[src/common/serirq_pkg.sv]
// Purpose: shared constants and types for the serial interrupt peripheral
// Assumes: one link clock period per protocol clock
// Notes:   frame numbers run 1..FRAME_LAST; frame 0 is the start recovery
package serirq_pkg;

  localparam int unsigned FRAME_LAST    = 32;
  localparam int unsigned FRAME_W       = 6;
  localparam int unsigned LOW_CNT_W     = 4;
  localparam logic [LOW_CNT_W-1:0] STOP_QUIET_LEN = 4'h2;
  localparam logic [LOW_CNT_W-1:0] LOW_CNT_MAX    = 4'hf;
  localparam logic                 MODE_QUIET_RST = 1'b0;

  typedef enum {
    ST_IDLE,
    ST_QSTART,
    ST_START,
    ST_FRAMES,
    ST_STOP
  } cyc_state_e;

  typedef enum {
    PH_SAMPLE,
    PH_RECOVER,
    PH_TURN
  } phase_e;

endpackage

[src/common/link_sample_if.sv]
// Purpose: carries synchronised link events from sampler to controller
// Assumes: all signals on clk_in
// Notes:   link_edge is a one-cycle pulse per link clock rising edge
`timescale 1ns/10ps
interface link_sample_if;
  logic link_edge;
  logic line_high;
  logic mreset;

  modport src (output link_edge, output line_high, output mreset);
  modport dst (input link_edge, input line_high, input mreset);
endinterface

[src/hw/link_sampler.sv]
// Purpose: bring link clock, shared line and master reset into clk_in
// Assumes: link clock far slower than clk_in
// Notes:   line level is resynchronised every clk_in cycle; the engine reads it at link_edge
`timescale 1ns/10ps
module link_sampler (
  // clock and reset
  input  wire logic clk_in,
  input  wire logic resetn_in,
  // pins from outside the clock domain
  input  wire logic link_clk_in,
  input  wire logic line_in,
  input  wire logic master_reset_pin_in,
  // synchronised events
  link_sample_if.src smp
);

  logic [1:0] clk_sync_q;
  logic [1:0] line_sync_q;
  logic [1:0] mr_sync_q;
  logic       clk_prev_q;
  logic       edge_d;

  assign edge_d = clk_sync_q[1] & ~clk_prev_q;

  always_ff @(posedge clk_in) begin
    if (!resetn_in) begin
      clk_sync_q  <= 2'h0;
      line_sync_q <= 2'h3;
      mr_sync_q   <= 2'h0;
      clk_prev_q  <= 1'b0;
    end else begin
      clk_sync_q  <= {clk_sync_q[0], link_clk_in};
      line_sync_q <= {line_sync_q[0], line_in};
      mr_sync_q   <= {mr_sync_q[0], master_reset_pin_in};
      clk_prev_q  <= clk_sync_q[1];
    end
  end

  always_ff @(posedge clk_in) begin
    if (!resetn_in) begin
      smp.link_edge <= 1'b0;
      smp.line_high <= 1'b1;
      smp.mreset    <= 1'b0;
    end else begin
      smp.link_edge <= edge_d;
      smp.line_high <= line_sync_q[1];
      smp.mreset    <= mr_sync_q[1];
    end
  end

endmodule

[src/hw/serirq_peripheral.sv]
// Purpose: peripheral end of the shared serial interrupt line
// Assumes: line pulled up externally; requests come from clk_in logic
// Notes:   protocol steps advance on detected link clock edges; master reset acts on any clk_in cycle
//
// Overview of operation
// - quiet mode: peripheral may pull line low one clock, then releases.
// - continuous mode: only host starts cycles, low 4 to 8 clocks.
// - master reset puts peripheral in continuous idle, awaiting host start.
// - frame counting starts from rising edge ending the start pulse.
// - each data frame is sample, recovery, turn-around clocks.
// - in owned sample phase, pull low if request active, else float.
// - in recovery after own sample phase, drive line high one clock.
// - turn-around phase always leaves line floating.
// - frame n sampled 3n-1 clocks after start; frames up to 32.
// - 2-clock stop selects quiet next, 3-clock selects continuous.
// - any idle count after stop, new start accepted immediately.
// - shared open-drain line; start frame, data frames, stop frame.
`timescale 1ns/10ps
module serirq_peripheral (
  // clock and reset
  input  wire logic        clk_in,
  input  wire logic        resetn_in,
  // link pins
  input  wire logic        link_clk_in,
  input  wire logic        serial_interrupt_line_in,
  output logic             serial_interrupt_line_out,
  output logic             serial_interrupt_line_oe_n_out,
  input  wire logic        master_reset_pin_in,
  // request levels, bit k is frame k+1
  input  wire logic [31:0] irq_level_in,
  input  wire logic [31:0] irq_route_in,
  // status
  output logic             quiet_mode_out,
  output logic             cycle_active_out
);

  link_sample_if smp ();

  link_sampler link_sampler_i (
    .clk_in              (clk_in),
    .resetn_in           (resetn_in),
    .link_clk_in         (link_clk_in),
    .line_in             (serial_interrupt_line_in),
    .master_reset_pin_in (master_reset_pin_in),
    .smp                 (smp.src)
  );

  ////////////////////////////////////////////////////////////////////////////
  // state

  serirq_pkg::cyc_state_e                      state_q, state_d;
  serirq_pkg::phase_e                          phase_q, phase_d;
  logic [serirq_pkg::FRAME_W-1:0]              frame_q, frame_d;
  logic [serirq_pkg::LOW_CNT_W-1:0]            low_q, low_d;
  logic                                        quiet_q, quiet_d;
  logic [31:0]                                 sent_q, sent_d;
  logic                                        drv_q, drv_d;
  logic                                        lvl_q, lvl_d;

  ////////////////////////////////////////////////////////////////////////////
  // decode

  wire        edge_w    = smp.link_edge;
  wire        high_w    = smp.line_high;
  wire [31:0] owned_w   = irq_route_in;
  wire [31:0] changed_w = (irq_level_in ^ sent_q) & owned_w;
  wire [4:0]  next_idx  = 5'(frame_q);            // frame_q+1 minus one
  wire [4:0]  cur_idx   = 5'(frame_q - 6'h1);
  wire        next_own  = owned_w[next_idx];
  wire        cur_own   = (frame_q != 6'h0) && owned_w[cur_idx];
  wire        last_fr   = frame_q == 6'(serirq_pkg::FRAME_LAST);

  function automatic logic [serirq_pkg::LOW_CNT_W-1:0] sat_inc(
    input logic [serirq_pkg::LOW_CNT_W-1:0] v);
    sat_inc = (v == serirq_pkg::LOW_CNT_MAX) ? v : v + 4'h1;
  endfunction

  ////////////////////////////////////////////////////////////////////////////
  // protocol engine, one step per link clock

  always_comb begin
    state_d = state_q;
    phase_d = phase_q;
    frame_d = frame_q;
    low_d   = low_q;
    quiet_d = quiet_q;
    sent_d  = sent_q;
    drv_d   = 1'b0;
    lvl_d   = 1'b1;
    if (smp.mreset) begin
      state_d = serirq_pkg::ST_IDLE;
      quiet_d = serirq_pkg::MODE_QUIET_RST;
    end else if (edge_w) begin
      unique case (state_q)
        serirq_pkg::ST_IDLE: begin
          if (!high_w) begin
            state_d = serirq_pkg::ST_START;
            low_d   = 4'h1;
          end else if (quiet_q && (changed_w != 32'h0)) begin
            state_d = serirq_pkg::ST_QSTART;
            drv_d   = 1'b1;
            lvl_d   = 1'b0;
          end
        end
        serirq_pkg::ST_QSTART: begin
          state_d = serirq_pkg::ST_START;
          low_d   = 4'h1;
        end
        serirq_pkg::ST_START: begin
          if (high_w) begin
            state_d = serirq_pkg::ST_FRAMES;
            phase_d = serirq_pkg::PH_RECOVER;
            frame_d = 6'h0;
          end else begin
            low_d = sat_inc(low_q);
          end
        end
        serirq_pkg::ST_FRAMES: begin
          unique case (phase_q)
            serirq_pkg::PH_RECOVER: begin
              phase_d = serirq_pkg::PH_TURN;
              if (last_fr) begin
                state_d = serirq_pkg::ST_STOP;
                low_d   = 4'h0;
              end
            end
            serirq_pkg::PH_TURN: begin
              phase_d = serirq_pkg::PH_SAMPLE;
              frame_d = frame_q + 6'h1;
              if (next_own) begin
                drv_d = irq_level_in[next_idx];
                lvl_d = 1'b0;
                sent_d[next_idx] = irq_level_in[next_idx];
              end
            end
            serirq_pkg::PH_SAMPLE: begin
              phase_d = serirq_pkg::PH_RECOVER;
              drv_d   = cur_own;
              lvl_d   = 1'b1;
            end
            default: phase_d = serirq_pkg::PH_TURN;
          endcase
        end
        serirq_pkg::ST_STOP: begin
          if (!high_w) begin
            low_d = sat_inc(low_q);
          end else if (low_q != 4'h0) begin
            state_d = serirq_pkg::ST_IDLE;
            quiet_d = (low_q == serirq_pkg::STOP_QUIET_LEN);
          end
        end
        default: state_d = serirq_pkg::ST_IDLE;
      endcase
    end else begin
      drv_d = drv_q;
      lvl_d = lvl_q;
    end
  end

  ////////////////////////////////////////////////////////////////////////////
  // registers

  always_ff @(posedge clk_in) begin
    if (!resetn_in) begin
      state_q <= serirq_pkg::ST_IDLE;
      phase_q <= serirq_pkg::PH_TURN;
      frame_q <= 6'h0;
      low_q   <= 4'h0;
      quiet_q <= serirq_pkg::MODE_QUIET_RST;
      sent_q  <= 32'h0;
      drv_q   <= 1'b0;
      lvl_q   <= 1'b1;
    end else begin
      state_q <= state_d;
      phase_q <= phase_d;
      frame_q <= frame_d;
      low_q   <= low_d;
      quiet_q <= quiet_d;
      sent_q  <= sent_d;
      drv_q   <= drv_d;
      lvl_q   <= lvl_d;
    end
  end

  // open-drain style: release unless a phase calls for driving
  always_ff @(posedge clk_in) begin
    if (!resetn_in) begin
      serial_interrupt_line_out      <= 1'b1;
      serial_interrupt_line_oe_n_out <= 1'b1;
      quiet_mode_out                 <= 1'b0;
      cycle_active_out               <= 1'b0;
    end else begin
      serial_interrupt_line_out      <= lvl_d;
      serial_interrupt_line_oe_n_out <= ~drv_d;
      quiet_mode_out                 <= quiet_d;
      cycle_active_out               <= state_d != serirq_pkg::ST_IDLE;
    end
  end

endmodule

[config.mk]
export PLATFORM = sky130hd
export DESIGN_NAME = serirq_peripheral
export DESIGN_NICKNAME = d
export VERILOG_FILES = /design/src/common/serirq_pkg.sv /design/src/common/link_sample_if.sv /design/src/hw/link_sampler.sv /design/src/hw/serirq_peripheral.sv
export SDC_FILE = /design/constraint.sdc
export NUM_CORES = 1
export LEC_CHECK = 0
export BUFFER_PORTS_ARGS = -buffer_cell sky130_fd_sc_hd__buf_2
export CORE_MARGIN = 3
export CORE_UTILIZATION = 40
export DETAILED_ROUTE_END_ITERATION = 10
export PLACE_DENSITY_LB_ADDON = 0.2
export SYNTH_ARGS = -nofsm -noshare
export SYNTH_HDL_FRONTEND = slang
export SYNTH_SLANG_ARGS = --single-unit
export TNS_END_PERCENT = 30
[constraint.sdc]
create_clock -name clk_in -period 3.6 [get_ports clk_in]
set_input_delay 0.72 -clock clk_in [delete_from_list [all_inputs] [get_ports clk_in]]
set_output_delay 0.72 -clock clk_in [all_outputs]
set_load 0.02 [all_outputs]
# [Yosys cells after proc, flatten, opt, wreduce, memory -nomap -nowiden]
# Index checks and enable logic that the tools add are counted.
[word_totals] ff_bits=121 elab_cells=107 input_bits=69 output_inout_bits=4
[op_classes] muxes=43 magnitude_cmp=3 bitwise=7 n_addsub=3 reduce_logical=18 eq_ne=16
[ops] operator="$mux 32" count=10
[ops] operator="$pmux 32 s5" count=1
[ops] operator="$eq 32x2->1 const B" count=3
[ops] operator="$eq 32x1->1 const B" count=2
[ops] operator="$logic_not 32->1" count=2
[ops] operator="$pmux 32 s2" count=1
[ops] operator="$reduce_bool 32->1" count=2
[ops] operator="$and 32x32->32" count=1
[ops] operator="$bwmux 32" count=1
[ops] operator="$eq 32x3->1 const B" count=1
[ops] operator="$xor 32x32->32" count=1
[ops] operator="$mux 4" count=5
[ops] operator="$pmux 4 s4" count=1
[ops] operator="$bmux 1 s5" count=3
[ops] operator="$mux 1" count=13
[ops] operator="$lt 5x6->1 const B" count=2
[ops] operator="$mux 6" count=2
[ops] operator="$pmux 6 s2" count=1
[ops] operator="$ne 2x2->1 const B" count=5
[ops] operator="$reduce_and 5->1" count=2
[ops] operator="$reduce_and 4->1" count=2
[ops] operator="$reduce_and 8->1" count=1
[ops] operator="$reduce_bool 4->1" count=2
[ops] operator="$add 6x1->6 const B" count=1
[ops] operator="16 further kinds" count=25

# [Logic depth before layout (Yosys ltp)]
[depth] depth_word=10 mapped_depth=12 mapped_depth_nobuf=9

# [Modules after synthesis]
# A second synthesis with hierarchy kept.
[hier_totals] hier_cells=536 hier_area_um2=5158.7
[by_module_without_submodules] mod="serirq_peripheral" seq_area_each_um2=1621.6 area_per_inst_um2=4885.9 n_inst=1 cells_per_inst=516
[by_module_without_submodules] mod="link_sampler" seq_area_each_um2=200.2 area_per_inst_um2=272.8 n_inst=1 cells_per_inst=20

# [Worst setup path after synthesis]
# No wires, ideal clock.
[synth_path] path_type="reg2reg" startpoint="register frame_q[0] in the netlist's numbering" endpoint="register drv_q" arrival_ns=2.981 path_stages_with_launch=12 path_slack_ns=0.496 period_less_slack_ns=3.104 t_required_ns=3.478 cell_sequence="dfxtp_1 -> buf_4 -> buf_4 -> buf_2 -> inv_1 -> ha_1 -> clkbuf_1 -> mux4_2 -> mux4_2 -> nor2_1 -> nor4_1 -> a311o_1"
[synth_between] elab_chain_len=8
[synth_lines] item="start, declared" line="serirq_peripheral.sv:53" rtl="logic [serirq_pkg::FRAME_W-1:0] frame_q, frame_d;"
[synth_lines] item="start signal, assigned" line="serirq_peripheral.sv:176" rtl="frame_q <= frame_d;"
[synth_lines] item="$sub 5x1->5" line="serirq_peripheral.sv:68" rtl="wire [4:0] cur_idx = 5'(frame_q - 6'h1);"
[synth_lines] item="$bmux 1 s5" line="serirq_peripheral.sv:70" rtl="wire cur_own = (frame_q != 6'h0) && owned_w[cur_idx];"
[synth_lines] item="$mux 1 (implied by the code)" line="serirq_peripheral.sv:70"
[synth_lines] item="$logic_and 1x1->1" line="serirq_peripheral.sv:70"
[synth_lines] item="$pmux 1 s2 (*)" line="serirq_peripheral.sv:119" rtl="unique case (phase_q)"
[synth_lines] item="$pmux 1 s2 (*)" line="serirq_peripheral.sv:94" rtl="unique case (state_q)"
[synth_lines] item="$mux 1 (*)" line="serirq_peripheral.sv:93" rtl="end else if (edge_w) begin"
[synth_lines] item="$mux 1 (*)" line="serirq_peripheral.sv:90" rtl="if (smp.mreset) begin"
[synth_lines] item="end signal, assigned" line="serirq_peripheral.sv:180" rtl="drv_q <= drv_d;"
[synth_lines] item="end, declared" line="serirq_peripheral.sv:57" rtl="logic drv_q, drv_d;"
# Mark *: on every way between the ends. The rest lies on a longest branch, timed or not. The select of a mux whose other input is x is not followed.
# A chain may end at the register's enable or synchronous reset.

# [Worst setup path in the final report]
[layout_path] startpoint="register frame_q[2] in the netlist's numbering" endpoint="register sent_q[7]"
[layout_between] elab_chain_len=5
[layout_lines] item="$lt 5x6->1 (implied by the code) or $ge 5x1->1 (tied branches)" line="serirq_peripheral.sv:133" rtl="sent_d[next_idx] = irq_level_in[next_idx];"
[layout_lines] item="$logic_and 1x1->1 (implied by the code)" line="serirq_peripheral.sv:133"
[layout_lines] item="$mux 1 (implied by the code)" line="serirq_peripheral.sv:133"
[layout_lines] item="$demux 1 s5" line="serirq_peripheral.sv:133"
[layout_lines] item="$bwmux 32" line="serirq_peripheral.sv:133"
[layout_lines] item="end signal, assigned" line="serirq_peripheral.sv:179" rtl="sent_q <= sent_d;"
[layout_lines] item="end, declared" line="serirq_peripheral.sv:56" rtl="logic [31:0] sent_q, sent_d;"
# Parallel ways exist; a longest one is shown, timed or not. The select of a mux whose other input is x is not followed.

==> flow_metrics.py <==
metrics = {
    "final_layout": {
        "nNetsFinal": 641,
        "fillerInstances": 1161,
        "total_inserted_antenna_cells": 0,
        "layout-area-overhead-vs-synth_pct": 15.4,
        "layout-drive-gt1-share_pct": 23.9,
    },
    "synthesis": {
        "synth.avg_cell_area_um2": 9.66,
        "most_numerous_cell_in_the_yosys_netlist": "dfxtp_1",
        "synth.largest_area_cell": "dfxtp_1",
        "ys_async_sr_fraction_pct": 0,
        "syn_inst_count": 513,
        "postSynthRegisterBits": 91,
        "netlist.area_leader.share_pct": 36.7,
        "register_area_share_after_synthesis_pct": 36.7,
        "ys.warnings.count": 0,
        "ys_flop_type": "dfxtp_1",
        "cell_variety_after_synth": 59,
        "synth-edff-count": 0,
        "synth_top_cells_by_area": "dfxtp_1 (37%), mux4_2 (11%), xor2_1 (6.4%), and2_1 (4.7%), o211ai_1 (3.9%)",
        "mappedNetlistArea_mm2": 0.00496,
        "synth_common_cells": "dfxtp_1 (91), and2_1 (37), xor2_1 (36)",
        "syn_nets": 589,
    },
    "route": {
        "route.final.wire_length_um": 13800,
        "post_drt_via_cell_ratio": 5.88,
        "remaining_drc_errors": 0,
        "routedWlPerCell_um": 18.6,
        "drt_first_iter_violations": 418,
        "vias": 4343,
        "firstDrtPassIters": 6,
        "route.antenna.remaining_nets": 0,
    },
    "clock_network": {
        "cts.root.buffer_cell": "clkbuf_16",
        "clock_sink_count": 91,
        "holdBufCountCts": 0,
        "post_cts_setup_buffer_count": 0,
        "ctsHtreeMaxLevel": 3,
        "tritoncts_clock_tree": "built",
        "clk_path_buf_depth": 2,
        "clock_latency_ns": 0.35,
        "post_cts_resized": 0,
        "cts.reportedPaths.clkPinSlew_ns": 0.07,
        "number_of_buffers_created_by_cts": 9,
    },
    "min_path": {
        "worstHoldPathType": "flop to flop",
        "worstHoldStart": "link_sampler_i.clk_prev_q",
    },
    "sta": {
        "rsz0062_at_grt": "false",
        "setup_viol": 0,
        "hold_viol_final": 0,
        "worst-slew-pin-transition_ns": 0.807,
        "fin_worst_hold_slack_ns": 0.389,
        "max_freq_ghz": 0.299,
        "total_count_of_max_transition_violations_in_the_final_report": 0,
        "fin_tns_setup_ns": 0,
        "final_min_period_over_clock_period_pct": 93.1,
        "clock_skew_ns": 0.00834,
        "layout_min_cycle_time_ns": 3.35,
        "max_slew_margin_pct": 44.8,
    },
    "global_route": {
        "grt_start_max_net_pins": 42,
        "grt_overflow_total": 0,
        "globalRouteTotalUtil_pct": 20.0,
        "via_count_of_the_first_global_routing_pass": 4051,
        "initial_antenna_violation_count": 0,
        "global_route_wire_length_before_repair_um": 22000,
    },
    "power_and_ir_drop": {
        "proportion_of_power_drawn_by_the_clock_network_pct": 43.4,
        "cell_internal_pwr_mw": 1.57,
        "comb_power_share_pct": 7.7,
        "power_density_mw_per_mm2": 363,
        "switching_part_of_the_total_power_pct": 24.2,
        "maximum_ir_drop_on_the_vdd_rail_v": 0.000228,
        "switching_power_uw": 503,
        "leakage_nw": 2.24,
        "design_power_total_mw": 2.08,
        "seqPwrFrac_pct": 48.9,
    },
    "worst_setup_path": {
        "cp.buffers_inverters": 0,
        "worst_setup_path_start_kind": "flop",
        "setup.worst_path.end_class": "flop",
        "worstPathRequired_ns": 3.82,
        "path_max_fanout": 22,
        "cp_slowest_cell": "dfxtp_1",
        "timing_worst_setup_path_type": "flop to flop",
        "crit_chain": "nor3b_1, a22oi_1, a41oi_1, and4_1, nand2_1, o211ai_1, o31ai_1",
        "worst_r2r_startpoint": "frame_q[2]",
        "timing.critical_path.from": "frame_q[2]",
        "path_delay_family": "simple AND/OR/NAND/NOR gates",
        "critPathMaxStageDelay_ns": 0.77,
        "critical_path_arrival_ns": 3.57,
    },
    "floorplanning": {
        "die_y_um": 117,
        "dieWidth_um": 117,
        "design.die.area_mm2": 0.0138,
        "i_o_pins": 73,
        "core-area_mm2": 0.0121,
        "initial_utilization_pct": 41.1,
        "rows": 40,
    },
    "placed_design": {
        "gpl.final_weighted_congestion": 0.931,
        "portBuffers": 72,
        "post-dp-hpwl_um": 10500,
    },
    "run_status": {
        "status": "completed",
    },
    "job": {
        "max-cap-violations": 0,
    },
}
==> flip-flops by register name (all words and copies together) (netlist names) <==
signal,count
link_sampler_i.line_sync_q,2
state_q,32
link_sampler_i.smp.link_edge,1
cycle_active_out,1
phase_q,2
link_sampler_i.clk_sync_q,2
frame_q,6
drv_q,1
link_sampler_i.smp.mreset,1
serial_interrupt_line_out,1
quiet_mode_out,1
link_sampler_i.clk_prev_q,1
sent_q,32
link_sampler_i.mr_sync_q,2
link_sampler_i.smp.line_high,1
serial_interrupt_line_oe_n_out,1
low_q,4
==> metal layers <==
metal / track usage [%] / up-vias / share of wire, %
li1: - / 2029 / -
met1: 27.5 / 2086 / 43
met2: 31.3 / 191 / 47
met3: 4.00 / 37 / 7.6
met4: 7.04 / 0 / 2.7
met5: 0 / - / 0
==> cell usage in the layout, fill, tap and decap left out, types with 2 or more instances in the layout <==
cell type	instances
a21boi_1	2
a21oi_1	10
a22oi_1	24
a31oi_1	3
and2_1	37
and3b_1	3
buf_2	72
buf_4	8
clkbuf_16	9
clkinv_2	2
dfxtp_1	90
ha_1	7
inv_1	10
inv_6	3
mux2i_1	7
mux4_2	25
nand2_1	32
nand2b_1	6
nand3_1	16
nand3b_1	2
nand4_1	11
nor2_1	21
nor2b_1	5
nor3_1	11
nor3b_1	5
nor4_1	8
o2111ai_1	2
o211ai_1	26
o21a_1	3
o21ai_0	8
o221ai_1	2
o31ai_1	25
or3_1	4
or3b_2	3
xnor2_1	5
xor2_1	36
==> power groups by stage <==
stage               Combinational, mW  Sequential (mW)  Clock, mW
finish                          0.160             1.01      0.902
global route                    0.171             1.01      0.972
CTS                             0.157             1.01      0.925
detailed placement              0.157             1.04          0
global placement                0.155             1.04          0
floorplan                      0.0742             1.04          0
==> worst reg2reg max path, stage by stage, from the launching register on <==
cell and delay, ns:
dfxtp_1 0.77, nor3b_1 0.43, a22oi_1 0.18, a41oi_1 0.39, and4_1 0.55, nand2_1 0.48, o211ai_1 0.33, o31ai_1 0.10
==> through the flow <==
step / setup WS (ns) / instance area, um2 / cells / utilization (%)
final: 0.250 / 5720 / 738 / 47.4
after CTS: 0.434 / 5720 / 738 / 47.4
after global routing: 0.0490 / 5720 / 738 / 47.4
after floorplan: 0.496 / 4960 / 513 / -
after global placement: 0.464 / 5440 / 722 / 45.1
after detailed placement: 0.432 / 5440 / 722 / 45.1
==> final cells by class <==
class | count | area (um2) | area share, %
well taps | 168 | 210 | 3.67
repair buffers | 81 | 440 | 7.70
clock inverters | 6 | 43.8 | 0.766
flip-flops and latches | 91 | 1820 | 31.9
multi-input cells | 372 | 2930 | 51.2
clock buffers | 10 | 239 | 4.18
inverters | 10 | 37.5 | 0.656
==> path summary, 6_finish.rpt <==
kind	to	slack (ns)	depth (start not counted)
setup / recovery	sent_q[7]	0.25	7
hold / removal	link_sampler_i.smp.link_edge	0.39	1
setup reg to reg	sent_q[7]	0.25	7
hold reg to reg	link_sampler_i.smp.link_edge	0.39	1
==> cell families after synthesis <==
kind of cell	Yosys count	synth area share [%]
flops	91	36.7
fa+ha+maj	7	1.77
simple gates	173	19.5
mux	33	13.0
compound gates	118	17.6
xor+xnor	41	7.24
buf+inv	50	4.22
(Power assumes the default switching activity.)
